<file path="config.mk">
export PLATFORM = sky130hd
export DESIGN_NAME = rcs_strap_sampler
export DESIGN_NICKNAME = d
export VERILOG_FILES = /design/src/core/rcs_strap_sampler.v /design/src/core/rcs_tap_reset.v
export VERILOG_INCLUDE_DIRS = /design/src /design/src/core
export SDC_FILE = /design/constraint.sdc
export NUM_CORES = 1
export LEC_CHECK = 0
export BUFFER_PORTS_ARGS = -buffer_cell sky130_fd_sc_hd__buf_2
export CORE_ASPECT_RATIO = 0.5
export CORE_MARGIN = 3
export CORE_UTILIZATION = 45
export CTS_BUF_LIST = sky130_fd_sc_hd__clkbuf_4 sky130_fd_sc_hd__clkbuf_8
export CTS_CLUSTER_SIZE = 28
export DETAILED_ROUTE_END_ITERATION = 16
export GPL_ROUTABILITY_DRIVEN = 0
export HOLD_SLACK_MARGIN = 0.15
export PLACE_DENSITY = 0.76
export SETUP_SLACK_MARGIN = 0.4
export SYNTH_ARGS = -nofsm -noshare
export SYNTH_HDL_FRONTEND = slang
export SYNTH_SLANG_ARGS = --single-unit
</file>
<file path="constraint.sdc">
create_clock -name clk -period 2.3 [get_ports clk]
set_input_delay 0.115 -clock clk [delete_from_list [all_inputs] [get_ports clk]]
set_output_delay 0.115 -clock clk [all_outputs]
set_load 0.02 [all_outputs]
</file>
<file path="src/core/rcs_regs.vh">
// constants for the reset configuration strap sampler
// assumes a 10 mhz platform clock and an active-low hard reset pin
// Notes on behaviour
// - during hard reset every configuration pin is treated as an input
// - on hard reset release, latch each pin, drop its receiver, restore output role
// - gated pull-up on only during hard reset plus a few clocks, off with receiver
// - high level on each sampled bit selects the default setting
// - tap controller also resets through tck and tms alone, without test reset
// - soft reset assertion raises a machine check interrupt to the core
`ifndef RCS_REGS_VH
`define RCS_REGS_VH
`define RCS_CFG_WIDTH 16
`define RCS_RATIO_WIDTH 4
`define RCS_HOLD_CLKS 4
`define RCS_TMS_RESET_ONES 5
`define RCS_TAP_RESET 4'h0
`define RCS_TAP_IDLE 4'h1
`define RCS_TAP_SEL_DR 4'h2
`define RCS_TAP_CAP_DR 4'h3
`define RCS_TAP_SHIFT_DR 4'h4
`define RCS_TAP_EXIT1_DR 4'h5
`define RCS_TAP_PAUSE_DR 4'h6
`define RCS_TAP_EXIT2_DR 4'h7
`define RCS_TAP_UPD_DR 4'h8
`define RCS_TAP_SEL_IR 4'h9
`define RCS_TAP_CAP_IR 4'ha
`define RCS_TAP_SHIFT_IR 4'hb
`define RCS_TAP_EXIT1_IR 4'hc
`define RCS_TAP_PAUSE_IR 4'hd
`define RCS_TAP_EXIT2_IR 4'he
`define RCS_TAP_UPD_IR 4'hf
`endif

</file>
<file path="src/core/rcs_strap_sampler.v">
// top of the reset configuration strap sampler
// holds the strap capture window, pad gating, machine check and tap reset tracking
// assumes clk runs free during hard reset; nrst is the on-chip power-on reset
// assumes strap pads are ordinary output pads with a receiver; config pads also have a gated pull-up
// assumes tck runs at a quarter of clk or slower
// assumes func_out and ratio_func_out come from logic on clk
`include "rcs_regs.vh"
module rcs_strap_sampler #(
  parameter CFG_W = `RCS_CFG_WIDTH,
  parameter RATIO_W = `RCS_RATIO_WIDTH,
  parameter HOLD_CLKS = `RCS_HOLD_CLKS
) (
  input wire clk,
  input wire nrst,
  input wire hard_reset_n,
  input wire soft_reset_n,
  input wire trst_n,
  input wire tck,
  input wire tms,
  input wire [CFG_W-1:0] cfg_pin_i,
  input wire [RATIO_W-1:0] ratio_pin_i,
  input wire [CFG_W-1:0] func_out,
  input wire [RATIO_W-1:0] ratio_func_out,
  output wire [CFG_W-1:0] cfg_pin_o,
  output wire [CFG_W-1:0] cfg_pin_oe,
  output wire [RATIO_W-1:0] ratio_pin_o,
  output wire [RATIO_W-1:0] ratio_pin_oe,
  output reg [CFG_W-1:0] cfg_pullup_en_q,
  output reg [CFG_W-1:0] cfg_rx_en_q,
  output reg [RATIO_W-1:0] ratio_rx_en_q,
  output reg [CFG_W-1:0] cfg_value_q,
  output reg [RATIO_W-1:0] ratio_value_q,
  output reg cfg_valid_q,
  output reg machine_check_q,
  output wire [3:0] tap_state,
  output wire tap_in_reset
);
  // phases of the strap window
  localparam PH_RESET = 2'h0;
  localparam PH_HOLD = 2'h1;
  localparam PH_RUN = 2'h2;

  // hold count reload, one below HOLD_CLKS; the pull-up window lasts HOLD_CLKS clocks after capture
  localparam [7:0] HOLD_RELOAD = HOLD_CLKS[7:0] - 8'h1;

  // true while the pads must stay in listening mode, receivers and pull-ups on
  function pads_listen;
    input [1:0] phase;
    begin
      pads_listen = (phase != PH_RUN);
    end
  endfunction

  // pin synchronisers: stage 0 is never read by logic, stage 1 is the clean copy
  reg [2:0] hr_meta_q;
  reg [1:0] sr_meta_q;
  reg [1:0] trst_meta_q;
  reg [2:0] tck_meta_q;
  reg [1:0] tms_meta_q;
  reg [CFG_W-1:0] cfg_s1_q;
  reg [CFG_W-1:0] cfg_s2_q;
  reg [RATIO_W-1:0] ratio_s1_q;
  reg [RATIO_W-1:0] ratio_s2_q;

  // strap window sequencer
  reg [1:0] phase_q;
  reg [1:0] phase_d;
  reg [7:0] hold_cnt_q;

  // clean pin levels and derived strobes
  wire hr_n_sync;
  wire hr_n_prev;
  wire sr_n_sync;
  wire trst_n_sync;
  wire tms_sync;
  wire tck_rise;
  wire capture_now;
  wire listen_d;
  wire hold_done;

  // taps off the synchroniser chains
  assign hr_n_sync = hr_meta_q[1];
  assign hr_n_prev = hr_meta_q[2];
  assign sr_n_sync = sr_meta_q[1];
  assign trst_n_sync = trst_meta_q[1];
  assign tms_sync = tms_meta_q[1];
  assign tck_rise = tck_meta_q[1] & ~tck_meta_q[2];

  // capture strobe: first clock that sees hard reset released after the sync
  assign capture_now = hr_n_sync & ~hr_n_prev;
  // hold count spent: pull-up has covered its settling window
  assign hold_done = (hold_cnt_q == 8'h0);
  // next-cycle pad mode; registered so pads never glitch on a phase change
  assign listen_d = pads_listen(phase_d);

  // hard and soft reset pins: two flops each, third hard reset stage for the edge
  always @(posedge clk or negedge nrst) begin
    if (!nrst) begin
      hr_meta_q <= 3'h0; // seen as asserted, so no false capture at power-up
      sr_meta_q <= 2'h3;
    end else begin
      hr_meta_q <= {hr_meta_q[1:0], hard_reset_n};
      sr_meta_q <= {sr_meta_q[0], soft_reset_n};
    end
  end

  // test pins: tck must run well below clk or rising edges are lost
  always @(posedge clk or negedge nrst) begin
    if (!nrst) begin
      trst_meta_q <= 2'h0;
      tck_meta_q <= 3'h0; // matches tck idle low, no false edge after reset
      tms_meta_q <= 2'h3;
    end else begin
      trst_meta_q <= {trst_meta_q[0], trst_n};
      tck_meta_q <= {tck_meta_q[1:0], tck};
      tms_meta_q <= {tms_meta_q[0], tms};
    end
  end

  // strap pads sampled as whole words; safe only because they hold still in reset
  always @(posedge clk or negedge nrst) begin
    if (!nrst) begin
      cfg_s1_q <= {CFG_W{1'b1}};
      cfg_s2_q <= {CFG_W{1'b1}};
      ratio_s1_q <= {RATIO_W{1'b0}};
      ratio_s2_q <= {RATIO_W{1'b0}};
    end else begin
      cfg_s1_q <= cfg_pin_i;
      cfg_s2_q <= cfg_s1_q;
      ratio_s1_q <= ratio_pin_i;
      ratio_s2_q <= ratio_s1_q;
    end
  end

  // window sequencer: reset, pull-up hold after release, then run
  // a hard reset during the hold phase restarts the window from the top
  always @* begin
    phase_d = phase_q;
    case (phase_q)
      PH_RESET: phase_d = hr_n_sync ? PH_HOLD : PH_RESET;
      PH_HOLD: phase_d = !hr_n_sync ? PH_RESET : (hold_done ? PH_RUN : PH_HOLD);
      PH_RUN: phase_d = hr_n_sync ? PH_RUN : PH_RESET;
      default: phase_d = PH_RESET;
    endcase
  end

  // pull-up stays on a few clocks past release so the sampled level settles
  always @(posedge clk or negedge nrst) begin
    if (!nrst) begin
      phase_q <= PH_RESET;
      hold_cnt_q <= 8'h0;
    end else begin
      phase_q <= phase_d;
      // reload outside the hold phase so every release gets the full window
      if (phase_q != PH_HOLD) begin
        hold_cnt_q <= HOLD_RELOAD;
      end else if (hold_cnt_q != 8'h0) begin
        hold_cnt_q <= hold_cnt_q - 8'h1;
      end
    end
  end

  // capture on release edge; values frozen until the next release edge
  // a later hard reset only drops valid; the old value stays visible meanwhile
  always @(posedge clk or negedge nrst) begin
    if (!nrst) begin
      cfg_value_q <= {CFG_W{1'b1}};
      ratio_value_q <= {RATIO_W{1'b0}};
      cfg_valid_q <= 1'b0;
    end else if (!hr_n_sync) begin
      cfg_valid_q <= 1'b0;
    end else if (capture_now) begin
      cfg_value_q <= cfg_s2_q;
      ratio_value_q <= ratio_s2_q;
      cfg_valid_q <= 1'b1;
    end
  end

  // receivers stay on through the hold window after capture, then drop
  // pull-ups follow the receivers exactly, so they never load a driving pad
  always @(posedge clk or negedge nrst) begin
    if (!nrst) begin
      cfg_rx_en_q <= {CFG_W{1'b1}};
      ratio_rx_en_q <= {RATIO_W{1'b1}};
      cfg_pullup_en_q <= {CFG_W{1'b1}};
    end else begin
      cfg_rx_en_q <= {CFG_W{listen_d}};
      ratio_rx_en_q <= {RATIO_W{listen_d}}; // no pull-up on these pads
      cfg_pullup_en_q <= {CFG_W{listen_d}};
    end
  end

  // config pads: drivers off while receivers listen, data forced low meanwhile
  assign cfg_pin_oe = ~cfg_rx_en_q;
  assign cfg_pin_o = func_out & ~cfg_rx_en_q;

  // ratio pads: same gating; no pull-up here, the board holds a firm level
  assign ratio_pin_oe = ~ratio_rx_en_q;
  assign ratio_pin_o = ratio_func_out & ~ratio_rx_en_q;

  // soft reset raises machine check as a level while held; hard reset masks it
  // a level keeps the core's view simple, but it clears only once the pin lets go
  always @(posedge clk or negedge nrst) begin
    if (!nrst) begin
      machine_check_q <= 1'b0;
    end else begin
      machine_check_q <= !sr_n_sync && hr_n_sync;
    end
  end

  // tap tracker: test reset or tms-high tck edges park it in reset
  rcs_tap_reset u_tap (
    .clk(clk),
    .nrst(nrst),
    .trst_n_sync(trst_n_sync),
    .tck_rise(tck_rise),
    .tms_sync(tms_sync),
    .tap_state_q(tap_state),
    .tap_in_reset(tap_in_reset)
  );
endmodule // rcs_strap_sampler

</file>
<file path="src/core/rcs_tap_reset.v">
// tap state tracker that resets on test reset or on tms held high
// assumes tck and tms already synchronised to clk, tck_rise a one-cycle pulse
`include "rcs_regs.vh"
module rcs_tap_reset (
  input wire clk,
  input wire nrst,
  input wire trst_n_sync,
  input wire tck_rise,
  input wire tms_sync,
  output reg [3:0] tap_state_q,
  output wire tap_in_reset
);
  reg [3:0] tap_state_d;

  // standard 16-state walk; tms high from any state reaches reset in five steps
  always @* begin
    tap_state_d = tap_state_q;
    case (tap_state_q)
      `RCS_TAP_RESET: tap_state_d = tms_sync ? `RCS_TAP_RESET : `RCS_TAP_IDLE;
      `RCS_TAP_IDLE: tap_state_d = tms_sync ? `RCS_TAP_SEL_DR : `RCS_TAP_IDLE;
      `RCS_TAP_SEL_DR: tap_state_d = tms_sync ? `RCS_TAP_SEL_IR : `RCS_TAP_CAP_DR;
      `RCS_TAP_CAP_DR: tap_state_d = tms_sync ? `RCS_TAP_EXIT1_DR : `RCS_TAP_SHIFT_DR;
      `RCS_TAP_SHIFT_DR: tap_state_d = tms_sync ? `RCS_TAP_EXIT1_DR : `RCS_TAP_SHIFT_DR;
      `RCS_TAP_EXIT1_DR: tap_state_d = tms_sync ? `RCS_TAP_UPD_DR : `RCS_TAP_PAUSE_DR;
      `RCS_TAP_PAUSE_DR: tap_state_d = tms_sync ? `RCS_TAP_EXIT2_DR : `RCS_TAP_PAUSE_DR;
      `RCS_TAP_EXIT2_DR: tap_state_d = tms_sync ? `RCS_TAP_UPD_DR : `RCS_TAP_SHIFT_DR;
      `RCS_TAP_UPD_DR: tap_state_d = tms_sync ? `RCS_TAP_SEL_DR : `RCS_TAP_IDLE;
      `RCS_TAP_SEL_IR: tap_state_d = tms_sync ? `RCS_TAP_RESET : `RCS_TAP_CAP_IR;
      `RCS_TAP_CAP_IR: tap_state_d = tms_sync ? `RCS_TAP_EXIT1_IR : `RCS_TAP_SHIFT_IR;
      `RCS_TAP_SHIFT_IR: tap_state_d = tms_sync ? `RCS_TAP_EXIT1_IR : `RCS_TAP_SHIFT_IR;
      `RCS_TAP_EXIT1_IR: tap_state_d = tms_sync ? `RCS_TAP_UPD_IR : `RCS_TAP_PAUSE_IR;
      `RCS_TAP_PAUSE_IR: tap_state_d = tms_sync ? `RCS_TAP_EXIT2_IR : `RCS_TAP_PAUSE_IR;
      `RCS_TAP_EXIT2_IR: tap_state_d = tms_sync ? `RCS_TAP_UPD_IR : `RCS_TAP_SHIFT_IR;
      `RCS_TAP_UPD_IR: tap_state_d = tms_sync ? `RCS_TAP_SEL_DR : `RCS_TAP_IDLE;
      default: tap_state_d = `RCS_TAP_RESET;
    endcase
  end

  // test reset wins over any tck edge; acts as a synchronous clear here
  always @(posedge clk or negedge nrst) begin
    if (!nrst) begin
      tap_state_q <= `RCS_TAP_RESET;
    end else if (!trst_n_sync) begin
      tap_state_q <= `RCS_TAP_RESET;
    end else if (tck_rise) begin
      tap_state_q <= tap_state_d;
    end
  end

  assign tap_in_reset = (tap_state_q == `RCS_TAP_RESET);
endmodule // rcs_tap_reset

</file>
==> Word level (Yosys, flattened, before mapping) <==
Index checks and enable logic that the tools add are counted.
{ "classes": {"n_addsub": 1, "eq_ne": 21, "mux": 24, "bitwise_logic": 8, "reduce_logical": 11} }
{ "ops": {"columns": ["cell", "count"], "rows": [
  ["$pmux W4 S12", 1],
  ["$eq A4 B4 Y1 const B", 8],
  ["$mux W4", 6],
  ["$and A16 B16 Y16", 1],
  ["$eq A4 B3 Y1 const B", 4],
  ["$mux W8", 2],
  ["$not A16 Y16", 1],
  ["$mux W2", 6],
  ["$eq A4 B2 Y1 const B", 2],
  ["$logic_not A8 Y1", 1],
  ["$reduce_bool A8 Y1", 1],
  ["$sub A8 B1 Y8 const B", 1],
  ["$mux W1", 6],
  ["$mux W3", 2],
  ["$ne A2 B1 Y1 const B", 3],
  ["$pmux W2 S3", 1],
  ["$and A4 B4 Y4", 1],
  ["$eq A4 B1 Y1 const B", 1],
  ["$logic_not A4 Y1", 1],
  ["$not A4 Y4", 1],
  ["$reduce_or A2 Y1", 2],
  ["$reduce_or A3 Y1", 1],
  ["$and A1 B1 Y1", 2],
  ["$eq A2 B1 Y1 const B", 1],
  ["8 further kinds", 9]
]} }
{ "word_totals": {"ff_bits": 90, "out_inout_bits": 103, "wordCells": 83} }

==> Longest topological paths before layout <==
Gate-level depths: netlist (run 1).
{ "depth": {"ltp_word": 5, "depth_mapped": 5, "ltp_nobuf": 5} }

==> Cells and area by module <==
A second synthesis (run 1) with hierarchy kept.
{ "unflattened": {"hier_cells": 275, "hier_area_um2": 3659.8} }
{ "modules_own_cells": {"columns": ["module", "instances", "cells_per_inst", "area_per_inst_um2"], "rows": [
  ["rcs_strap_sampler", 1, 231, 3270.6],
  ["rcs_tap_reset", 1, 44, 389.1]
]} }

==> Worst setup path before layout (run 1) <==
No wires, ideal clock.
{ "synth_path": {"kind": "flip-flop to output port", "from": "reg ratio_rx_en_q[0] (netlist name)", "to": "out cfg_pin_oe[10]", "arrival_time_ns": 1.788, "t_required_ns": 2.185, "slack_ns": 0.397, "stages_incl_launch_ff": 4, "cell_sequence": "dfstp_2 -> clkbuf_1 -> inv_1 -> buf_4"} }
{ "synth_rtl": {"columns": ["element", "line_no", "text"], "rows": [
  ["end, declared", "rcs_strap_sampler.v:25", "output wire [CFG_W-1:0] cfg_pin_oe,"]
]} }

==> Worst setup path in the final report (run 1) <==
{ "layout_path": {"from": "reg hold_cnt_q[0]", "to": "reg hold_cnt_q[1]"} }
{ "layout_between": {"elab_chain_len": 3, "elab_cells_between_ends": 5, "classes_between": "add/sub (1); mux (2); reduce/logical (2)"} }
{ "layout_rtl": {"columns": ["element", "line_no", "text"], "rows": [
  ["start, declared", "rcs_strap_sampler.v:68", "reg [7:0] hold_cnt_q;"],
  ["start signal, assigned", "rcs_strap_sampler.v:158", "hold_cnt_q <= hold_cnt_q - 8'h1;"],
  ["$sub A8 B1 Y8", "rcs_strap_sampler.v:158", null],
  ["$mux W8", "rcs_strap_sampler.v:157", "end else if (hold_cnt_q != 8'h0) begin"],
  ["$mux W8", "rcs_strap_sampler.v:155", "if (phase_q != PH_HOLD) begin"]
]} }
Parallel ways exist; a longest one is shown, timed or not. The select of a mux whose other input is x is not followed.
A chain may end at the register's enable or synchronous reset.

==> results of run 1 <==
## where the power goes
group	switching [W]	leakage, nW	internal (W)	total (W)
logic	0.000422	1.03	0.000314	0.000735
clock network	0.000509	0.0975	0.000543	0.00105
registers	0.000107	0.999	0.00176	0.00187
total	0.00104	2.12	0.00262	0.00366
## kinds of logic after synthesis
kind of cell / count (synthesis)
xor+xnor: 1
mux: 24
fa+ha+maj: 2
buf+inv: 73
flops: 89
simple gates: 59
compound gates: 30
## cells in the mapped netlist, drive strengths merged (2+ instances only)
cell	count
nand2b	3
o22ai	2
o31ai	2
nor3	3
mux2	22
o211ai	3
a21oi	8
nand3b	2
nor4	2
inv	8
clkbuf	10
mux2i	2
or4	2
a311o	2
o21ai	3
a31oi	3
dfstp	53
dfrtp	36
nand2	6
nor2	4
or3	2
buf	55
a311oi	2
nand3	4
ha	2
nor2b	26
## sequential cells by signal, indices dropped and copies added, names as in the netlist, 2 cells and up
name and flops:
tck_meta_q 3, u_tap.tap_state_q 4, sr_meta_q 2, hold_cnt_q 8
ratio_s1_q 4, hr_meta_q 3, trst_meta_q 2, cfg_s1_q 16
ratio_s2_q 4, tms_meta_q 2, cfg_value_q 16, phase_q 2
cfg_s2_q 16, ratio_value_q 4
## what timing repair did
action	in CTS	in global routing
endpoints found under the hold margin	53	0
setup buffers	1	0
hold buffers	26	0
endpoints found under the setup margin	20	0
## how the worst min path moves through the flow
stage                      start              endpoint  cells after the start
global placement            nrst  u_tap.tap_state_q[1]                      1
CTS                         nrst  u_tap.tap_state_q[2]                      2
floorplan                   nrst           cfg_valid_q                      0
finish                      nrst  u_tap.tap_state_q[1]                      2
global route        cfg_s1_q[15]          cfg_s2_q[15]                      0
detailed placement          nrst  u_tap.tap_state_q[1]                      1
## final cells by class
cell class	count	area, um^2
Inverter	8	30.0
Sequential cell	89	2300
Tap cell	108	135
Multi-Input combinational cell	116	872
Timing Repair Buffer	180	1060
Clock buffer	12	146
Clock inverter	4	53.8
Fill cell	597	3000
## per-stage QoR
step                      instances  hold slack, ns  cell area (um^2)  total power (W)
after global placement          474           0.187              4130          0.00259
after CTS                       517           0.347              4600          0.00371
after detailed placement        474           0.185              4130          0.00260
final                           517           0.351              4600          0.00366
after floorplan                 278          -0.181              3640          0.00242
after global routing            517           0.362              4600          0.00387
## per-layer routing
| metal | share of wire, % | global-route usage, % | vias to the layer above | routed length, um |
|---|---|---|---|---|
| li1 | - | - | 1138 | - |
| met1 | 41 | 17.8 | 1116 | 2770 |
| met2 | 50 | 24.5 | 92 | 3330 |
| met3 | 7.4 | 4.42 | 9 | 496 |
| met4 | 1.2 | 4.45 | 0 | 82 |
| met5 | 0 | 0 | - | 0 |
## worst max-delay path: cells and delay by family (launching register included)
family / cells / cell delay, ns
fa+ha+maj: 1 / 0.17
buf+inv: 1 / 0.12
flops: 1 / 0.43
mux: 1 / 0.34
simple gates: 2 / 0.62
==> results_dict.tcl, run 1 <==
set metrics [dict create \
    synth-seq-area-share_pct 63.0 \
    leakage_nw 2.12 \
    root_buffer "clkbuf_8" \
    cpPeakStageDelay_ns 0.49 \
    insertion_delay_ns 0.34 \
    areaGrowthSynthToFinish_pct 26.3 \
    worst_pin_slew_ns 0.639 \
    die-area_um2 9270 \
    ys_warn_count 0 \
    p_per_area_nw_per_um2 796 \
    vias_per_cell 4.56 \
    critPathCapture "hold_cnt_q[1]" \
    cts_buffer_depth 2 \
    diodes 0 \
    grt_pass1_wl_mm 10.7 \
    finalCritPeriodShare_pct 77.4 \
    netlist-cell-type-count 40 \
    grt_pass1_vias 2153 \
    htreeDepth 3 \
    min_period_ns 1.78 \
    vias 2355 \
    ys.flop_type "dfstp_2" \
    drc 0 \
    tritoncts "built" \
    dp_hpwl_mm 4.44 \
    vdd_drop_max_mv 0.525 \
    r2r-end "hold_cnt_q[1]" \
    worstPathArrival_ns 2.01 \
    worst_slack_ns 0.520 \
    layout_commonest_cell "buf_2" \
    dieWidth_um 133 \
    cp_max_fo 5 \
    final_cell_mix "buf_2, dfstp_2, dfrtp_1" \
    cts_repair_resize_count 0 \
    antenna_found_initial 0 \
    setup_tns_ns 0 \
    clock_skew_ns 0.00861 \
    async_flop_share_pct 100 \
    crit_slowest_cell "or3b_2" \
    slew_violations 0 \
    synth_compound_area_share_pct 5.67 \
    synth_edf_count 0 \
    synth_largest_area_cell "dfstp_2" \
    wirelength_mm 6.68 \
    synth_seq_cells 89 \
    overflow 0 \
    wl_per_cell_um 12.9 \
    io_buffers 149 \
    worstSetupPathType "reg -> reg" \
    start_util_pct 47.9 \
    numClockSinks 89 \
    first_iter_violations 133 \
    synth_fa_ha_area_share_pct 0.688 \
    finish.utilization_pct 60.5 \
    synth_top_area_share_pct 38.3 \
    maxCapViolCount 0 \
    r2r_cells 5 \
    synth_area_leaders "dfstp_2, dfrtp_1, buf_4" \
    worstPathCellList "inv_1 -> ha_1 -> or3b_2 -> nor2_2 -> mux2_2" \
    finalHoldViolCount 0 \
    yosys.area_share.simple_pct 9.93 \
    synth_top_family_by_area "buffers and inverters" \
    r2r-start "hold_cnt_q[0]" \
    antenna_left 0 \
    synth_cells 278 \
    grt_setup_unrepaired "false" \
    design.portCount 150 \
    avgSynthCellArea_um2 13.1 \
    grt_max_degree 53 \
    cp.required_ns 2.53 \
    die_y_um 69.6 \
    start_kind "flop" \
    hp-class "in -> async" \
    syn_nets 327 \
    setup_viol 0 \
    drt_pass1_iterations 4 \
    synthesis.area_um2 3640 \
    core_area_um2 7600 \
    relSlewSlack_pct 57.4 \
    clk_pin_slew_worst_paths_ns 0.08 \
    track_usage_pct 14.4 \
    r2r_slack_ns 0.52 \
    dpl_worst_slack_ns 0.534 \
    nets 453 \
    drive_gt1_share_pct 61.4 \
    synthMuxAreaShare_pct 7.36 \
    end_kind "flop" \
    yosys.area_share.xor_xnor_pct 0.241 \
    status "complete, no violations" \
    fmax_mhz 562 \
    cp-startpoint "hold_cnt_q[0]" \
    rows 22 \
    cts_buffers 9 \
]
(Power assumes the default switching activity.)
==> run 2, diff against run 1 <==
==> constraint.sdc (replaced) <==
create_clock -name clk -period 1.8 [get_ports clk]
set_input_delay 0.09 -clock clk [delete_from_list [all_inputs] [get_ports clk]]
set_output_delay 0.09 -clock clk [all_outputs]
set_load 0.02 [all_outputs]
==> results_dict.tcl, run 2 (same netlist as run 1, synthesis figures left out) <==
set metrics [dict create \
    status "complete, no violations" \
    dp_hpwl_mm 4.45 \
    worstSetupPathType "reg -> reg" \
    sw_frac_of_total_pct 26.9 \
    dieWidth_um 133 \
    first_iter_violations 72 \
    grt_pass1_wl_mm 11.7 \
    wl_per_cell_um 14.8 \
    start_kind "flop" \
    nets 481 \
    die_y_um 69.6 \
    final_cell_mix "buf_2, buf_4, dfstp_2" \
    overflow 0 \
    r2r_cells 5 \
    diodes 0 \
    finalHoldViolCount 0 \
    p_sw_w 0.00143 \
    seq_power_share_pct 44.5 \
    start_util_pct 47.9 \
    r2r-end "hold_cnt_q[1]" \
    critical_path_buf_inv_count 1 \
    antenna_found_initial 0 \
    vias 2573 \
    p_total_w 0.00531 \
    wirelength_mm 8.07 \
    grt_max_degree 41 \
    p_per_area_nw_per_um2 1020 \
    r2r-start "hold_cnt_q[1]" \
    maxCapViolCount 0 \
    cts_buffers 9 \
    worst_pin_slew_ns 0.562 \
    clkPwrFrac_pct 30.8 \
    finalCritPeriodShare_pct 88.8 \
    grt_setup_unrepaired "true" \
    cts_buffer_depth 2 \
    grt_pass1_vias 2357 \
    clock_skew_ns 0.00774 \
    leakage_nw 2.40 \
    cp.required_ns 2.03 \
    fmax_mhz 626 \
    setup_viol 0 \
    pwr-share-comb_pct 24.7 \
    tritoncts "built" \
    layout_commonest_cell "buf_2" \
    crit_slowest_cell "dfrtp_1" \
    cpPeakStageDelay_ns 0.41 \
    core_area_um2 7600 \
    clk_pin_slew_worst_paths_ns 0.08 \
    vias_per_cell 4.72 \
    design.portCount 150 \
    worstPathArrival_ns 1.83 \
    vdd_drop_max_mv 0.651 \
    io_buffers 149 \
    hp-class "in -> async" \
    root_buffer "clkbuf_8" \
    setup_tns_ns 0 \
    areaGrowthSynthToFinish_pct 42.9 \
    rows 22 \
    largestRegisters "cfg_s1_q x16, cfg_s2_q x16, cfg_value_q x16" \
    worstPathCellList "inv_2 -> ha_4 -> or3b_4 -> nor2_4 -> mux2_4" \
    p_int_w 0.00388 \
    drc 0 \
    track_usage_pct 16.1 \
    cp_max_fo 3 \
    end_kind "flop" \
    antenna_left 0 \
    numClockSinks 89 \
    relSlewSlack_pct 62.4 \
    r2r_slack_ns 0.20 \
    drt_pass1_iterations 4 \
    htreeDepth 3 \
    slew_violations 0 \
    insertion_delay_ns 0.34 \
    cpLargestDelayFamily "simple AND/OR/NAND/NOR gates" \
    min_period_ns 1.60 \
    drive_gt1_share_pct 67.7 \
    die-area_um2 9270 \
]
==> run 2: per-layer routing <==
metal	share of wire (%)	global-route usage [%]
met5	0	0
met4	1.3	5.02
met3	6.5	5.07
met2	55	29.5
met1	37	17.8
==> run 2: layout make-up <==
type | instances | area (um^2)
inverter | 8 | 33.8
timing repair buffer | 205 | 1510
sequential | 89 | 2300
multi-input combinational | 116 | 945
clock buffer | 13 | 160
clock inverter | 3 | 90.1
timing repair inverter | 3 | 22.5
tap | 108 | 135
fill | 551 | 2400
==> run 2: timing repair <==
action	4_1_cts	5_1_grt
pin swaps	5	5
hold buffers	26	0
gates cloned	1	4
hold endpoints to repair	66	0
resized for setup	24	67
buffers inserted	16	6
endpoints found under the setup margin	89	105
==> run 2: how the worst max path moves through the flow <==
| stage | start | to | slack [ns] | cells past startpoint |
|---|---|---|---|---|
| final | hold_cnt_q[1] | hold_cnt_q[1] | 0.20 | 5 |
| after global routing | ratio_rx_en_q[0] | cfg_pin_o[5] | 0.17 | 4 |
| after CTS | hold_cnt_q[2] | hold_cnt_q[6] | 0.22 | 3 |
| after detailed placement | hold_cnt_q[1] | hold_cnt_q[1] | 0.19 | 5 |
| after global placement | hold_cnt_q[0] | hold_cnt_q[1] | 0.20 | 5 |
| after floorplan | ratio_rx_en_q[0] | cfg_pin_oe[10] | 0.14 | 3 |
==> run 2: stage by stage <==
step | setup slack, ns | cells | hold WS (ns) | util [%] | instance area [um^2]
2_1_floorplan | 0.145 | 278 | -0.206 | - | 3700
3_3_place_gp | 0.196 | 476 | 0.0475 | 55.0 | 4180
3_5_place_dp | 0.185 | 476 | 0.0475 | 55.0 | 4180
4_1_cts | 0.223 | 535 | 0.205 | 64.4 | 4890
5_1_grt | 0.168 | 545 | 0.225 | 68.5 | 5200
6_report | 0.202 | 545 | 0.222 | 68.5 | 5200
==> run 2: power by group through the flow <==
stage	registers (W)	clock network, W	logic (W)
3_3_place_gp	0.00243	0	0.000942
4_1_cts	0.00237	0.00168	0.00115
2_1_floorplan	0.00250	0	0.000654
3_5_place_dp	0.00244	0	0.000955
5_1_grt	0.00239	0.00179	0.00140
6_report	0.00237	0.00164	0.00131
==> run 2: worst reg2reg max path, cell delays in order (launching register included) <==
cell,delay [ns]
dfrtp_1,0.41
inv_2,0.10
ha_4,0.13
or3b_4,0.40
nor2_4,0.15
mux2_4,0.31
==> run 3, diff against run 2 <==
--- a/config.mk
+++ b/config.mk
@@ -6,6 +6,7 @@
 export SDC_FILE = /design/constraint.sdc
 export NUM_CORES = 1
 export LEC_CHECK = 0
+export ABC_AREA = 1
 export BUFFER_PORTS_ARGS = -buffer_cell sky130_fd_sc_hd__buf_2
 export CORE_ASPECT_RATIO = 0.5
 export CORE_MARGIN = 3
@@ -15,7 +16,7 @@
 export DETAILED_ROUTE_END_ITERATION = 16
 export GPL_ROUTABILITY_DRIVEN = 0
 export HOLD_SLACK_MARGIN = 0.15
-export PLACE_DENSITY = 0.76
+export PLACE_DENSITY = 0.75
 export SETUP_SLACK_MARGIN = 0.4
 export SYNTH_ARGS = -nofsm -noshare
 export SYNTH_HDL_FRONTEND = slang
==> results_dict.tcl, run 3 <==
set metrics [dict create \
    status "complete, no violations" \
    grt_max_degree 49 \
    diodes 0 \
    io_buffers 149 \
    slew_violations 0 \
    grt_pass1_vias 2444 \
    cpLargestDelayFamily "flip-flops" \
    drt_pass1_iterations 5 \
    first_iter_violations 232 \
    synth_largest_area_cell "dfstp_2" \
    syn_nets 387 \
    cpPeakStageDelay_ns 0.70 \
    drive_gt1_share_pct 57.6 \
    async_flop_share_pct 100 \
    track_usage_pct 15.0 \
    finalHoldViolCount 0 \
    p_per_area_nw_per_um2 999 \
    synth_edf_count 0 \
    crit_slowest_cell "dfstp_4" \
    synth_seq_cells 89 \
    dieWidth_um 136 \
    synth_cells 338 \
    wl_per_cell_um 12.2 \
    relSlewSlack_pct 66.2 \
    cts_buffer_depth 2 \
    worstPathCellList "clkinvlp_4 -> buf_2" \
    ys_warn_count 0 \
    synth_top_area_share_pct 36.8 \
    netlist-cell-type-count 27 \
    min_period_ns 1.52 \
    drc 0 \
    avgSynthCellArea_um2 11.2 \
    cp_max_fo 10 \
    root_buffer "clkbuf_8" \
    finalCritPeriodShare_pct 84.5 \
    dp_hpwl_mm 4.77 \
    setup_tns_ns 0 \
    synthesis.area_um2 3780 \
    design.portCount 150 \
    insertion_delay_ns 0.34 \
    start_util_pct 48.9 \
    vdd_drop_max_mv 0.812 \
    htreeDepth 3 \
    critical_path_buf_inv_count 2 \
    areaGrowthSynthToFinish_pct 32.5 \
    worst_pin_slew_ns 0.507 \
    end_kind "output pin" \
    yosysMostFrequentCell "buf_4" \
    clk_pin_slew_worst_paths_ns 0.08 \
    cp-startpoint "ratio_rx_en_q[0]" \
    overflow 0 \
    p_total_w 0.00500 \
    r2r-start "hr_meta_q[1]" \
    numClockSinks 89 \
    cp.required_ns 1.71 \
    leakage_nw 2.61 \
    vias 2589 \
    worstSetupPathType "reg -> out" \
    cts_buffers 9 \
    ys_top_cells_by_count "buf_4, dfstp_2, nand2_1" \
    start_kind "flop" \
    die-area_um2 9600 \
    final_cell_mix "buf_2, dfstp_2, nand2_1" \
    tritoncts "built" \
    synth-seq-area-share_pct 60.7 \
    nets 535 \
    wirelength_mm 7.31 \
    ys.flop_type "dfstp_2" \
    worstPathArrival_ns 1.43 \
    synth_area_leaders "dfstp_2, dfrtp_1, buf_4" \
    grt_pass1_wl_mm 11.5 \
    antenna_left 0 \
    grt_setup_unrepaired "true" \
    antenna_found_initial 0 \
    layout_commonest_cell "buf_2" \
    finish.utilization_pct 64.7 \
    maxCapViolCount 0 \
    clock_skew_ns 0.00635 \
    largestRegisters "cfg_s1_q x16, cfg_s2_q x16, cfg_value_q x16" \
    die_y_um 70.8 \
    core_area_um2 7730 \
    hp-class "in -> async" \
    vias_per_cell 4.32 \
    fmax_mhz 658 \
    rows 22 \
    setup_viol 0 \
]
## run 3: cells by family (layout without fill, tap and decap cells)
| logic type | Yosys count | in the layout | share of synthesized area [%] |
|---|---|---|---|
| multiplexers | 20 | 20 | 7.84 |
| adder cells (fa/ha/maj) | 2 | 2 | 0.662 |
| buffers and inverters | 100 | 252 | 15.7 |
| AND/OR/NAND/NOR | 108 | 109 | 12.0 |
| XOR/XNOR | 3 | 3 | 0.695 |
| AO/OA/AOI/OAI | 16 | 16 | 2.42 |
| flip-flops | 89 | 89 | 60.7 |
## run 3: worst paths after layout
kind,endpoint,slack [ns],cells past startpoint
setup reg to reg,cfg_value_q[10],0.42,3
hold reg to reg,trst_meta_q[1],0.35,0
max in group asynchronous,cfg_value_q[2],0.87,3
setup / recovery,cfg_pin_oe[5],0.28,2
min in group clk,trst_meta_q[1],0.35,0
hold / removal,ratio_s2_q[0],0.25,2
## run 3: routing by layer
layer	vias up	routed length, um	global-route usage (%)
met5	-	0	0
met4	0	55	3.46
met3	5	593	5.04
met2	108	3680	26.9
met1	1192	2980	17.7
li1	1284	-	-
## run 3: stage by stage
step	hold slack, ns	setup WS [ns]	area [um^2]	cells
final	0.253	0.279	5010	599
after floorplan	-0.206	0.145	3800	338
after detailed placement	0.0999	0.335	4270	540
after CTS	0.242	0.241	4880	592
after global routing	0.290	0.193	5010	599
after global placement	0.0919	0.407	4270	540
## run 3: cell type report
cell class,instances,area [um^2]
fill,607,2730
sequential,89,2300
timing repair buffer,193,1240
multi-input combinational,150,942
inverter,42,161
tap,108,135
clock buffer,9,124
clock inverter,7,95.1
timing repair inverter,1,7.51
## run 3: timing repair
| action | CTS | global route |
|---|---|---|
| gates cloned | 1 | 1 |
| buffers inserted | 9 | 6 |
| endpoints found under the hold margin | 92 | 0 |
| resized for setup | 19 | 29 |
| pin swaps | 2 | 4 |
| setup endpoints to repair | 81 | 96 |
| hold buffers | 26 | 0 |
## run 3: power by group
part | switching (W) | total (W) | internal (W)
clock network | 0.000658 | 0.00144 | 0.000778
logic | 0.000688 | 0.00120 | 0.000513
registers | 0.000109 | 0.00237 | 0.00226
